**config.mk**
```make
export PLATFORM = sky130hd
export DESIGN_NAME = amd_decoder
export DESIGN_NICKNAME = d
export VERILOG_FILES = /design/src/logic/amd_pkg.sv /design/src/logic/amd_fetch_if.sv /design/src/logic/amd_ea_calc.sv /design/src/logic/amd_decoder.sv
export SDC_FILE = /design/constraint.sdc
export NUM_CORES = 1
export LEC_CHECK = 0
export ABC_AREA = 1
export BUFFER_PORTS_ARGS = -buffer_cell sky130_fd_sc_hd__buf_2
export CORE_ASPECT_RATIO = 0.8
export CORE_UTILIZATION = 47
export CTS_CLUSTER_SIZE = 10
export DETAILED_ROUTE_END_ITERATION = 7
export PLACE_DENSITY_LB_ADDON = 0.1
export SKIP_LAST_GASP = 1
export SLEW_MARGIN = 20
export SYNTH_ARGS = -nofsm -noshare
export SYNTH_HDL_FRONTEND = slang
export SYNTH_SLANG_ARGS = --single-unit
```
**constraint.sdc**
```tcl
create_clock -name clk -period 6.6 [get_ports clk]
set_clock_uncertainty 0.15 [all_clocks]
set_input_delay 1.32 -clock clk [delete_from_list [all_inputs] [get_ports clk]]
set_output_delay 1.32 -clock clk [all_outputs]
set_load 0.01 [all_outputs]
```
**src/logic/amd_pkg.sv**
```systemverilog
// Package for the addressing mode and prebyte decoder
package amd_pkg;

  // ------------------------------------------------------------
  // Prebyte values
  // ------------------------------------------------------------
  localparam logic [7:0] AMD_SECOND_INDEX_PREFIX = 8'h90;
  localparam logic [7:0] AMD_INDIRECT_SECOND_INDEX_PREFIX = 8'h91;
  localparam logic [7:0] AMD_INDIRECT_PREFIX = 8'h92;

  // ------------------------------------------------------------
  // Widths and limits
  // ------------------------------------------------------------
  localparam int AMD_ADDR_W = 16;
  localparam int AMD_DATA_W = 8;
  localparam int AMD_INSTR_COUNT = 63;
  localparam int AMD_MAX_INSTR_LEN = 4;
  localparam logic [15:0] AMD_PC_RESET = 16'h0000;

  // ------------------------------------------------------------
  // Opcode row (high nibble) encodings and special full opcodes
  // ------------------------------------------------------------
  localparam logic [3:0] AMD_ROW_REL = 4'h2;
  localparam logic [3:0] AMD_ROW_DIR_MEM = 4'h3;
  localparam logic [3:0] AMD_ROW_IDX1_MEM = 4'h6;
  localparam logic [3:0] AMD_ROW_IDX0_MEM = 4'h7;
  localparam logic [3:0] AMD_ROW_IMM = 4'ha;
  localparam logic [3:0] AMD_ROW_SDIR = 4'hb;
  localparam logic [3:0] AMD_ROW_LDIR = 4'hc;
  localparam logic [3:0] AMD_ROW_LIDX = 4'hd;
  localparam logic [3:0] AMD_ROW_SIDX = 4'he;
  localparam logic [3:0] AMD_ROW_IDX0 = 4'hf;
  localparam logic [3:0] AMD_ROW_BITREL = 4'h0;
  localparam logic [3:0] AMD_ROW_BIT = 4'h1;
  localparam logic [7:0] AMD_OP_RELATIVE_CALL = 8'had;
  localparam logic [7:0] AMD_OP_ILLEGAL_A = 8'h8d;
  localparam logic [7:0] AMD_OP_ILLEGAL_B = 8'h8c;

  // ------------------------------------------------------------
  // Addressing modes
  // ------------------------------------------------------------
  typedef enum logic [3:0] {
    AMD_MODE_INHERENT,
    AMD_MODE_IMMEDIATE,
    AMD_MODE_SHORT_DIRECT,
    AMD_MODE_LONG_DIRECT,
    AMD_MODE_IDX_NONE,
    AMD_MODE_IDX_SHORT,
    AMD_MODE_IDX_LONG,
    AMD_MODE_SHORT_INDIRECT,
    AMD_MODE_LONG_INDIRECT,
    AMD_MODE_SHORT_IND_IDX,
    AMD_MODE_LONG_IND_IDX,
    AMD_MODE_REL_DIRECT,
    AMD_MODE_REL_INDIRECT,
    AMD_MODE_BIT_DIRECT,
    AMD_MODE_BIT_INDIRECT
  } amd_mode_type;

endpackage

```
**src/logic/amd_fetch_if.sv**
```systemverilog
// Interface carrying the fetch port between the sequencer and address unit
`timescale 1ns/1ps
interface amd_fetch_if;
  import amd_pkg::*;

  logic [15:0] index_val;    // Selected index register
  logic [15:0] offset_val;   // Offset, pointer or displacement
  logic [15:0] pc_val;       // Program counter after the instruction
  amd_mode_type mode;        // Resolved addressing mode
  logic [15:0] ea;           // Effective address result
  logic [15:0] rel_target;   // Relative branch target

  modport seq (output index_val, output offset_val, output pc_val, output mode,
               input ea, input rel_target);
  modport calc (input index_val, input offset_val, input pc_val, input mode,
                output ea, output rel_target);
endinterface

```
**src/logic/amd_ea_calc.sv**
```systemverilog
// Effective address arithmetic for all memory addressing modes
`timescale 1ns/1ps
module amd_ea_calc
  import amd_pkg::*;
(
  // Operands and result
  amd_fetch_if.calc fi
);

  // ------------------------------------------------------------
  // Address forming
  // ------------------------------------------------------------
  // Unsigned 16-bit add, carry out dropped; index and offset are zero-extended
  function automatic logic [15:0] uadd(input logic [15:0] a, input logic [15:0] b);
    uadd = a + b;
  endfunction

  // Mode-dependent effective address
  always_comb begin
    unique case (fi.mode)
      AMD_MODE_IDX_NONE: fi.ea = {8'h00, fi.index_val[7:0]};
      AMD_MODE_IDX_SHORT: fi.ea = uadd(fi.index_val, fi.offset_val);
      AMD_MODE_IDX_LONG: fi.ea = uadd(fi.index_val, fi.offset_val);
      AMD_MODE_SHORT_IND_IDX: fi.ea = uadd(fi.index_val, fi.offset_val);
      AMD_MODE_LONG_IND_IDX: fi.ea = uadd(fi.index_val, fi.offset_val);
      AMD_MODE_SHORT_INDIRECT: fi.ea = {8'h00, fi.offset_val[7:0]};
      default: fi.ea = fi.offset_val;
    endcase
  end

  // Signed 8-bit displacement on the already advanced counter
  always_comb begin
    fi.rel_target = fi.pc_val + {{8{fi.offset_val[7]}}, fi.offset_val[7:0]};
  end

endmodule

```
**src/logic/amd_decoder.sv**
```systemverilog
// Instruction fetch sequencer, prebyte handling and illegal code detection
// Behaviour
// - Short direct: one address byte, page zero
// - Long direct: two address bytes, full space
// - Indexed address is unsigned index plus offset
// - No offset indexed: index alone, no byte
// - Short indexed: one offset byte, up to 1FE
// - Long indexed: two offset bytes, full space
// - Short indirect: byte pointer from page zero
// - Long indirect: word pointer from page zero
// - Indirect indexed: pointer plus index, unsigned
// - Short indirect indexed reaches up to 1FE
// - Relative adds signed 8-bit offset to counter
// - Counter already points past the jump
// - Relative indirect reads offset from page zero
// - Long and short forms for arithmetic group
// - Short forms only for read-modify-write group
// - Instructions are one to four bytes long
// - Fetch order: prebyte, opcode, address bytes
// - Prebyte 90 swaps first index for second
// - Prebyte 92 turns direct into indirect
// - Prebyte 91 gives second index indirect indexed
// - Undefined code raises reset
// - Valid prebyte plus valid opcode never resets
`timescale 1ns/1ps
module amd_decoder
  import amd_pkg::*;
(
  // Clock and reset
  input wire logic clk,
  input wire logic rst_n,
  // Program and data memory read port
  output logic mem_req,
  output logic [15:0] mem_addr,
  input wire logic [7:0] mem_rdata,
  input wire logic mem_ready,
  // Index registers from the core
  input wire logic [7:0] index_x,
  input wire logic [7:0] index_y,
  // Decode results to execution
  input wire logic exec_ready,
  output logic dec_valid,
  output logic [7:0] dec_opcode,
  output logic [7:0] dec_prebyte,
  output amd_mode_type dec_mode,
  output logic dec_use_second_index,
  output logic [15:0] dec_ea,
  output logic [7:0] dec_imm,
  output logic [2:0] dec_length,
  output logic [15:0] program_counter,
  // Branch request from execution
  input wire logic branch_take,
  // Illegal code reset request
  output logic illegal_reset
);

  // ------------------------------------------------------------
  // State and registers
  // ------------------------------------------------------------
  typedef enum logic [2:0] {
    ST_OPCODE,   // Fetch prebyte or opcode
    ST_ARG0,     // First byte after opcode
    ST_ARG1,     // Second byte after opcode
    ST_PTR0,     // Pointer high or only byte
    ST_PTR1,     // Pointer low byte
    ST_ISSUE     // Hand result to execution
  } amd_state_type;

  amd_state_type state_q;
  logic [15:0] pc_q;          // Fetch counter
  logic [7:0] pre_q;          // Held prebyte, zero when none
  logic [7:0] op_q;           // Held opcode
  amd_mode_type mode_q;       // Resolved mode
  logic [15:0] arg_q;         // Bytes after the opcode
  logic [15:0] ptr_q;         // Pointer read from page zero
  logic [2:0] len_q;          // Bytes consumed so far
  logic illegal_q;            // Reset request pulse

  amd_fetch_if fi();          // Link to address unit

  // Base mode from opcode, before prebyte rewriting
  amd_mode_type base_mode;
  logic op_defined;           // Opcode exists in the map
  logic is_pre;               // Byte is a prebyte
  logic use_y;                // Second index selected
  amd_mode_type eff_mode;     // Mode after prebyte

  // ------------------------------------------------------------
  // Decode helpers
  // ------------------------------------------------------------
  // Prebyte recognition
  function automatic logic prebyte(input logic [7:0] b);
    prebyte = (b == AMD_SECOND_INDEX_PREFIX) || (b == AMD_INDIRECT_PREFIX) ||
              (b == AMD_INDIRECT_SECOND_INDEX_PREFIX);
  endfunction

  // Operand bytes following opcode per mode
  function automatic logic [1:0] arg_bytes(input amd_mode_type m);
    unique case (m)
      AMD_MODE_INHERENT, AMD_MODE_IDX_NONE: arg_bytes = 2'd0;
      AMD_MODE_LONG_DIRECT, AMD_MODE_IDX_LONG: arg_bytes = 2'd2;
      AMD_MODE_BIT_DIRECT: arg_bytes = 2'd1;
      default: arg_bytes = 2'd1;
    endcase
  endfunction

  // Opcode map by row: operand addressing of high nibble
  always_comb begin
    op_defined = 1'b1;
    base_mode = AMD_MODE_INHERENT;
    unique case (op_q[7:4])
      AMD_ROW_BITREL: base_mode = AMD_MODE_BIT_DIRECT;
      AMD_ROW_BIT: base_mode = AMD_MODE_BIT_DIRECT;
      AMD_ROW_REL: base_mode = AMD_MODE_REL_DIRECT;
      AMD_ROW_DIR_MEM: base_mode = AMD_MODE_SHORT_DIRECT;
      AMD_ROW_IDX1_MEM: base_mode = AMD_MODE_IDX_SHORT;
      AMD_ROW_IDX0_MEM: base_mode = AMD_MODE_IDX_NONE;
      AMD_ROW_IMM: base_mode = (op_q == AMD_OP_RELATIVE_CALL) ? AMD_MODE_REL_DIRECT
                                                       : AMD_MODE_IMMEDIATE;
      AMD_ROW_SDIR: base_mode = AMD_MODE_SHORT_DIRECT;
      AMD_ROW_LDIR: base_mode = AMD_MODE_LONG_DIRECT;
      AMD_ROW_LIDX: base_mode = AMD_MODE_IDX_LONG;
      AMD_ROW_SIDX: base_mode = AMD_MODE_IDX_SHORT;
      AMD_ROW_IDX0: base_mode = AMD_MODE_IDX_NONE;
      default: base_mode = AMD_MODE_INHERENT;
    endcase
    // Holes in the map
    if (op_q == AMD_OP_ILLEGAL_A || op_q == AMD_OP_ILLEGAL_B) begin
      op_defined = 1'b0;
    end
  end

  // Prebyte rewriting of the base mode
  always_comb begin
    eff_mode = base_mode;
    use_y = 1'b0;
    unique case (pre_q)
      AMD_SECOND_INDEX_PREFIX: begin
        use_y = 1'b1;
      end
      AMD_INDIRECT_PREFIX: begin
        unique case (base_mode)
          AMD_MODE_SHORT_DIRECT: eff_mode = AMD_MODE_SHORT_INDIRECT;
          AMD_MODE_LONG_DIRECT: eff_mode = AMD_MODE_LONG_INDIRECT;
          AMD_MODE_IDX_SHORT: eff_mode = AMD_MODE_SHORT_IND_IDX;
          AMD_MODE_IDX_LONG: eff_mode = AMD_MODE_LONG_IND_IDX;
          AMD_MODE_REL_DIRECT: eff_mode = AMD_MODE_REL_INDIRECT;
          AMD_MODE_BIT_DIRECT: eff_mode = AMD_MODE_BIT_INDIRECT;
          default: eff_mode = base_mode;
        endcase
      end
      AMD_INDIRECT_SECOND_INDEX_PREFIX: begin
        use_y = 1'b1;
        unique case (base_mode)
          AMD_MODE_IDX_SHORT: eff_mode = AMD_MODE_SHORT_IND_IDX;
          AMD_MODE_IDX_LONG: eff_mode = AMD_MODE_LONG_IND_IDX;
          default: eff_mode = base_mode;
        endcase
      end
      default: begin
        eff_mode = base_mode;
      end
    endcase
  end

  // Current fetched byte is a prebyte while no prebyte is held
  assign is_pre = prebyte(mem_rdata) && (pre_q == 8'h00);

  // ------------------------------------------------------------
  // Fetch sequencer
  // ------------------------------------------------------------
  // Byte fetch state machine
  always_ff @(posedge clk) begin
    if (!rst_n) begin
      state_q <= ST_OPCODE;
    end else begin
      unique case (state_q)
        ST_OPCODE: begin
          if (mem_ready && !is_pre && !illegal_reset_d()) begin
            state_q <= ST_ARG0;
          end
        end
        ST_ARG0: begin
          if (arg_bytes(eff_mode) == 2'd0) begin
            state_q <= ST_ISSUE;
          end else if (mem_ready) begin
            if (arg_bytes(eff_mode) == 2'd2 && !ind_mode(eff_mode)) begin
              state_q <= ST_ARG1;
            end else if (ind_mode(eff_mode)) begin
              state_q <= ST_PTR0;
            end else begin
              state_q <= ST_ISSUE;
            end
          end
        end
        ST_ARG1: begin
          if (mem_ready) begin
            state_q <= ST_ISSUE;
          end
        end
        ST_PTR0: begin
          if (mem_ready) begin
            state_q <= word_ptr(eff_mode) ? ST_PTR1 : ST_ISSUE;
          end
        end
        ST_PTR1: begin
          if (mem_ready) begin
            state_q <= ST_ISSUE;
          end
        end
        ST_ISSUE: begin
          if (exec_ready) begin
            state_q <= ST_OPCODE;
          end
        end
      endcase
    end
  end

  // Modes that read a pointer from page zero
  function automatic logic ind_mode(input amd_mode_type m);
    ind_mode = (m == AMD_MODE_SHORT_INDIRECT) || (m == AMD_MODE_LONG_INDIRECT) ||
               (m == AMD_MODE_SHORT_IND_IDX) || (m == AMD_MODE_LONG_IND_IDX) ||
               (m == AMD_MODE_REL_INDIRECT) || (m == AMD_MODE_BIT_INDIRECT);
  endfunction

  // Modes whose pointer is a word
  function automatic logic word_ptr(input amd_mode_type m);
    word_ptr = (m == AMD_MODE_LONG_INDIRECT) || (m == AMD_MODE_LONG_IND_IDX);
  endfunction

  // Illegal only when the opcode itself is undefined
  function automatic logic illegal_reset_d();
    illegal_reset_d = (state_q == ST_OPCODE) && mem_ready && !is_pre &&
                      !prebyte_def(mem_rdata);
  endfunction

  // Opcode existence checked on the raw byte
  function automatic logic prebyte_def(input logic [7:0] b);
    prebyte_def = (b != AMD_OP_ILLEGAL_A) && (b != AMD_OP_ILLEGAL_B);
  endfunction

  // Program counter and length tracking
  always_ff @(posedge clk) begin
    if (!rst_n) begin
      pc_q <= AMD_PC_RESET;
      len_q <= 3'd0;
    end else if (state_q == ST_ISSUE && exec_ready && branch_take) begin
      pc_q <= fi.rel_target;
      len_q <= 3'd0;
    end else if (state_q == ST_ISSUE && exec_ready) begin
      len_q <= 3'd0;
    end else if (mem_ready && (state_q == ST_OPCODE || state_q == ST_ARG1 ||
                 (state_q == ST_ARG0 && arg_bytes(eff_mode) != 2'd0))) begin
      pc_q <= pc_q + 16'h0001;
      len_q <= len_q + 3'd1;
    end
  end

  // Prebyte and opcode capture
  always_ff @(posedge clk) begin
    if (!rst_n) begin
      pre_q <= 8'h00;
      op_q <= 8'h00;
    end else if (state_q == ST_OPCODE && mem_ready) begin
      if (is_pre) begin
        pre_q <= mem_rdata;
      end else begin
        op_q <= mem_rdata;
      end
    end else if (state_q == ST_ISSUE && exec_ready) begin
      pre_q <= 8'h00;
    end
  end

  // Argument and pointer bytes, big endian
  always_ff @(posedge clk) begin
    if (!rst_n) begin
      arg_q <= 16'h0000;
      ptr_q <= 16'h0000;
    end else if (mem_ready) begin
      unique case (state_q)
        ST_ARG0: arg_q <= {8'h00, mem_rdata};
        ST_ARG1: arg_q <= {arg_q[7:0], mem_rdata};
        ST_PTR0: ptr_q <= {8'h00, mem_rdata};
        ST_PTR1: ptr_q <= {ptr_q[7:0], mem_rdata};
        default: ptr_q <= ptr_q;
      endcase
    end
  end

  // Illegal code reset pulse
  always_ff @(posedge clk) begin
    if (!rst_n) begin
      illegal_q <= 1'b0;
    end else begin
      illegal_q <= illegal_reset_d();
    end
  end

  // ------------------------------------------------------------
  // Memory address and address unit
  // ------------------------------------------------------------
  // Fetch address: code at counter, pointers from page zero
  always_comb begin
    mem_req = (state_q != ST_ISSUE);
    mem_addr = pc_q;
    if (state_q == ST_PTR0) begin
      mem_addr = {8'h00, arg_q[7:0]};
    end else if (state_q == ST_PTR1) begin
      mem_addr = {8'h00, arg_q[7:0] + 8'h01};
    end
  end

  // Operands for effective address arithmetic
  always_comb begin
    fi.mode = eff_mode;
    fi.index_val = {8'h00, use_y ? index_y : index_x};
    fi.offset_val = ind_mode(eff_mode) ? ptr_q : arg_q;
    fi.pc_val = pc_q;
  end

  amd_ea_calc u_calc (
    .fi(fi.calc)
  );

  // ------------------------------------------------------------
  // Outputs
  // ------------------------------------------------------------
  assign dec_valid = (state_q == ST_ISSUE) && op_defined;
  assign illegal_reset = illegal_q;
  assign dec_opcode = op_q;
  assign dec_prebyte = pre_q;
  assign dec_mode = mode_q;
  assign dec_use_second_index = use_y;
  assign dec_ea = fi.ea;
  assign dec_imm = arg_q[7:0];
  assign dec_length = len_q;
  assign program_counter = pc_q;

  // Registered mode copy
  always_ff @(posedge clk) begin
    if (!rst_n) begin
      mode_q <= AMD_MODE_INHERENT;
    end else begin
      mode_q <= eff_mode;
    end
  end

endmodule

```
==> metrics, run 1 <==
outcome finished clean; Post-CTS Hold Fix Bufs 0; slew at the pin closest to its max-slew limit 871 ps; Vias 5,894; Nets 1,009; final slew viol count 0; Primary FF master, synth dfxtp_1; crit start category flop; cells after synthesis 858; post-route ant nets 0; Crit path buffers/inverters 6; initial core utilization 49.0%; post-synthesis register bit count 75; Critical Setup Path Class flop to primary output; die area 11,900 sq um; layout cells sized above 1 22.1%; overall routed net length 16,900 microns; EDFF count, synth 0; GRT met3 Usage 5.84%; Fmax 162 MHz; die height 97.9 microns; Area growth, synth to finish 19.1%; clock slew at reported path FFs 70 ps; DP HPWL 12,600 microns; post-synthesis cell area 5400 sq um; Max Root-Sink Buffers 2; fill cell count 1,112; number of cell rows 34; maximum VDD drop 0.191 mV; layer with the highest usage met1; DRC viols 0; Leak 3.23 nW; setup_tns 0 ps; die width 122 microns; Root Driver clkbuf_16; final setup fails 0; CP max stage delay 400 ps; Antenna diodes 0; gr ovfl total 0; GRT Overall Usage 28.4%; cell taking the most area after synthesis dfxtp_1; CTS tree done; Core Box Area 11,000 sq um; FF/Latch Area 1510 sq um; final-report hold violation count 0; share of the synthesized area in the top cell type 27.8%; drt first pass iters 5; Inserted Clock Buffers 9; gpl congestion 0.903; largest net degree at the start of global routing 43; PwrDens 473 nW/um^2; CP required 5130 ps; asr flop ratio synth 0%; GRT met1 Usage 43.8%; vias in the first global route 5,048; syn avg cell area 6.29 sq um; hold crit path type flop to flop; I/O Buffers 111; sequential area share after synthesis 27.8%; multi-input logic area 3360 sq um; Worst-Skew Late Latency 340 ps; Yosys cell types 49; htree depth 3; worst rel slew slack 41.5%; Final Power 0.00304 W; total of warnings raised by yosys 0; Syn Nets 907; largest cells by area after synthesis dfxtp_1 (28%), nand2_1 (15%), inv_1 (7.8%); number of max-cap violations 0; Clock Sinks 75; fin crit share 93.4%; CP max-delay cell dfxtp_2; Vias/cell 5.31; number of top-level pins 112; Crit Path Max Fanout 8; DRT iter0 DRCs 565; first-pass GRT wire length 26,500 microns; initial antenna violation count 0; grt met2 use 39.1%; Most Frequent Cell on Critical Path nand3_1; Worst setup EP type primary output; CP Data Arrival Time 4700 ps; routed length per placed instance 15.2 microns; CP delay by family, top simple AND/OR/NAND/NOR gates; min cycle time layout 6170 ps
[cells by family (layout without fill, tap and decap cells)]
group                    Yosys count  after routing  share of synthesized area [%]
buffers and inverters            151            257                           11.5
AND/OR/NAND/NOR                  407            408                           33.7
flip-flops                        75             75                           27.8
AO/OA/AOI/OAI                    189            189                           19.4
XOR/XNOR                          14             14                           2.27
adder cells (fa/ha/maj)           20             20                           4.91
multiplexers                       2              2                          0.371
[synth_stat cells (all sizes together) (7+ instances only)]
library cell / number
clkbuf: 13
nor2: 86
o21ai: 76
buf: 16
nand2: 232
nand4: 7
xor2: 9
inv: 121
a21oi: 78
ha: 18
dfxtp: 75
nand3: 50
o211ai: 13
nor3: 14
or2: 13
[through the flow]
stage | setup WS [ps] | area [sq um] | utilization, % | instances | hold slack [ps]
after floorplan | 721 | 5400 | - | 858 | 286
after global placement | 502 | 6010 | 54.5 | 1088 | 292
after detailed placement | 328 | 6010 | 54.5 | 1088 | 294
after CTS | 1.38 | 6320 | 57.4 | 1105 | 306
after global routing | -56.8 | 6430 | 58.4 | 1109 | 329
final | 432 | 6430 | 58.4 | 1109 | 306
[timing repair]
action	4_1_cts	5_1_grt
setup buffers	1	3
gates resized for setup	1	26
setup endpoints to repair	2	9
cloned	0	1
pin swaps	1	4
[tightest hold or removal path: cells and delay by family (launching register included)]
kind,cells,cell delay [ps]
flip-flops,1,320
AND/OR/NAND/NOR,2,100
[cells in the final DEF (no fill, tap or decap), types with 4 or more instances in the layout]
cell type,synthesis,final
dfxtp_1,75,71
inv_2,8,9
o21ai_2,1,4
a31oi_1,4,4
o21ai_0,69,64
nand3_2,6,6
nand4_1,7,7
xnor2_1,5,5
o21ai_1,6,8
xor2_1,9,9
buf_4,8,8
inv_1,112,111
nor3_1,11,10
nor2_2,5,9
nand2_2,14,16
nand3_1,43,43
or2_2,13,13
buf_2,5,111
clkbuf_16,0,9
o41ai_1,5,5
ha_1,18,17
o211ai_1,13,13
nor2_1,79,74
nand2_1,215,213
a21oi_1,77,77
[layout make-up]
cell class / instances / area share, %
multi-input combinational: 633 / 52.2
sequential: 75 / 23.5
timing repair buffer: 119 / 9.57
inverter: 122 / 7.16
clock buffer: 9 / 3.50
tap: 144 / 2.80
clock inverter: 7 / 1.28
[per-layer routing]
layer / vias up / part of all wire, %
li1: 2993 / -
met1: 2630 / 49
met2: 245 / 40
met3: 26 / 8.9
met4: 0 / 2.0
met5: - / 0
[where the power goes]
| group | switching (W) | internal, W |
|---|---|---|
| sequential | 0.000143 | 0.000552 |
| combinational | 0.00116 | 0.000666 |
| clock | 0.000218 | 0.000300 |
| total | 0.00152 | 0.00152 |
[flip-flops by register name (all words and copies together) (netlist names)]
| name | cells |
|---|---|
| dec_length | 3 |
| ptr_q | 16 |
| program_counter | 16 |
| dec_prebyte | 8 |
| arg_q | 16 |
| dec_mode | 4 |
| state_q | 3 |
| dec_opcode | 8 |
| illegal_reset | 1 |
[worst paths after layout]
check                                     end                   startpoint  slack, ps  cells past startpoint
min reg2reg       dec_prebyte[2]$_SDFFE_PN0P_  dec_prebyte[2]$_SDFFE_PN0P_        310                      2
min               dec_prebyte[2]$_SDFFE_PN0P_  dec_prebyte[2]$_SDFFE_PN0P_        310                      2
max                                dec_ea[15]   dec_opcode[4]$_SDFFE_PN0P_        430                     31
max reg2reg  program_counter[14]$_SDFFE_PN0P_   dec_opcode[4]$_SDFFE_PN0P_       2080                     35
(Power assumes the default switching activity.)
==> run 2, diff against run 1 <==
CORE_ASPECT_RATIO = unset   (was 0.8)
==> run 2 against run 1 <==
Sequential share of layout area grew 0.29 points. Wire length shrank 4.0%. Clock-buffer cell count grew 1. Critical path type unchanged. Highest routed layer unchanged. Largest cell class unchanged. Largest power group unchanged. Global-route usage shrank 0.65 points. Cell area shrank 1.4%. Non-clock buffer count shrank 5.
==> metrics, run 2 (synthesis gave the netlist of run 1 again) <==
unrepaired setup endpoints after global routing yes; pre-CTS setup slack 452 ps; CP max stage delay 440 ps; Root Driver clkbuf_16; vias in the first global route 5,105; Post-CTS Hold Fix Bufs 0; I/O Buffers 111; Crit. Startpoint dec_opcode[5]$_SDFFE_PN0P_; Critical Setup Path Class flop to primary output; Final Power 0.00288 W; R2R Path Start dec_opcode[5]$_SDFFE_PN0P_; number of max-cap violations 0; drt first pass iters 4; post-route ant nets 0; htree depth 3; crit start category flop; DP HPWL 12,400 microns; min cycle time layout 6260 ps; DRT iter0 DRCs 284; initial antenna violation count 0; final slew viol count 0; CTS tree done; Crit path buffers/inverters 5; Area growth, synth to finish 17.5%; Vias/cell 5.33; Leak 3.19 nW; Clock Sinks 75; CP delay by family, top simple AND/OR/NAND/NOR gates; worst rel slew slack 23.2%; number of top-level pins 112; CP Data Arrival Time 4790 ps; number of cell rows 38; slew at the pin closest to its max-slew limit 1150 ps; Antenna diodes 0; commonest non-fill, non-tap cells in the layout nand2_1 (214), inv_1 (112), buf_2 (111); GRT Overall Usage 27.8%; Max Root-Sink Buffers 2; clock slew at reported path FFs 60 ps; Inserted Clock Buffers 9; PwrDens 454 nW/um^2; CP max-delay cell dfxtp_2; initial core utilization 49.0%; Reg2Reg Depth 32; Worst-Skew Late Latency 340 ps; commonest non-fill, non-tap cell in the layout nand2_1; final core occ 57.5%; Crit Path Max Fanout 12; die width 109 microns; final setup fails 0; Most Frequent Cell on Critical Path nand2_1; maximum VDD drop 0.236 mV; hold depth 2; fin crit share 94.8%; setup_tns 0 ps; final-report hold violation count 0; Worst setup EP type primary output; outcome finished clean; fin cells 1,099; DRC viols 0; setup ws final 344 ps; Nets 1,003; routed length per placed instance 14.8 microns; die area 11,900 sq um; largest net degree at the start of global routing 43; first-pass GRT wire length 25,400 microns; Vias 5,856; layout cells sized above 1 20.8%; overall routed net length 16,200 microns; Fmax 160 MHz; Hold Startpoint dec_prebyte[3]$_SDFFE_PN0P_; die height 109 microns; WP depth 32; CP required 5130 ps; hold crit path type flop to flop; gr ovfl total 0; Core Box Area 11,000 sq um; gpl congestion 0.892; placed insts 1,082
run 2: changes by cell type in the layout (fill, tap and decap cells not counted), moves of 3 or more:
cell	previous run	this run
nor2_2	9	5
buf_4	8	3
nor2_1	74	77
inv_6	3	0
run 2: metrics by stage:
step | hold WS (ps) | area [sq um]
detailed placement | 296 | 5990
floorplan | 286 | 5400
global placement | 292 | 5990
global route | 326 | 6340
CTS | 306 | 6280
finish | 309 | 6340
run 2: cell type report:
class	instances	area (sq um)
clock buffer	10	229
clock inverter	6	66.3
fill	1150	4690
sequential	75	1510
multi-input combinational	632	3330
tap	140	175
inverter	122	460
timing repair buffer	114	578
run 2: path summary, 6_finish.rpt:
| kind | to | slack, ps |
|---|---|---|
| max | dec_ea[14] | 340 |
| min | dec_prebyte[3]$_SDFFE_PN0P_ | 310 |
| max reg2reg | program_counter[14]$_SDFFE_PN0P_ | 2100 |
| min reg2reg | dec_prebyte[3]$_SDFFE_PN0P_ | 310 |
run 2: timing repair:
action,CTS,global route
resized for setup,0,19
setup endpoints to repair,0,6
setup buffers,0,1
run 2: worst min-delay path: cells and delay by family (launching register included):
kind,cells,cell delay [ps]
flip-flops,1,320
AND/OR/NAND/NOR,2,90
run 2: per-layer routing:
layer  global-route usage, %  routed length (microns)  vias to the layer above
li1                        -                        -                     2976
met1                    37.1                     7510                     2642
met2                    44.9                     7210                      214
met3                    5.08                     1180                       24
met4                    9.43                      327                        0
met5                       0                        0                        -
run 2: report_power, final:
| group | switching (W) | internal (W) | leakage (nW) |
|---|---|---|---|
| clock network | 0.000196 | 0.000293 | 0.135 |
| logic | 0.00109 | 0.000620 | 2.44 |
| registers | 0.000132 | 0.000552 | 0.614 |
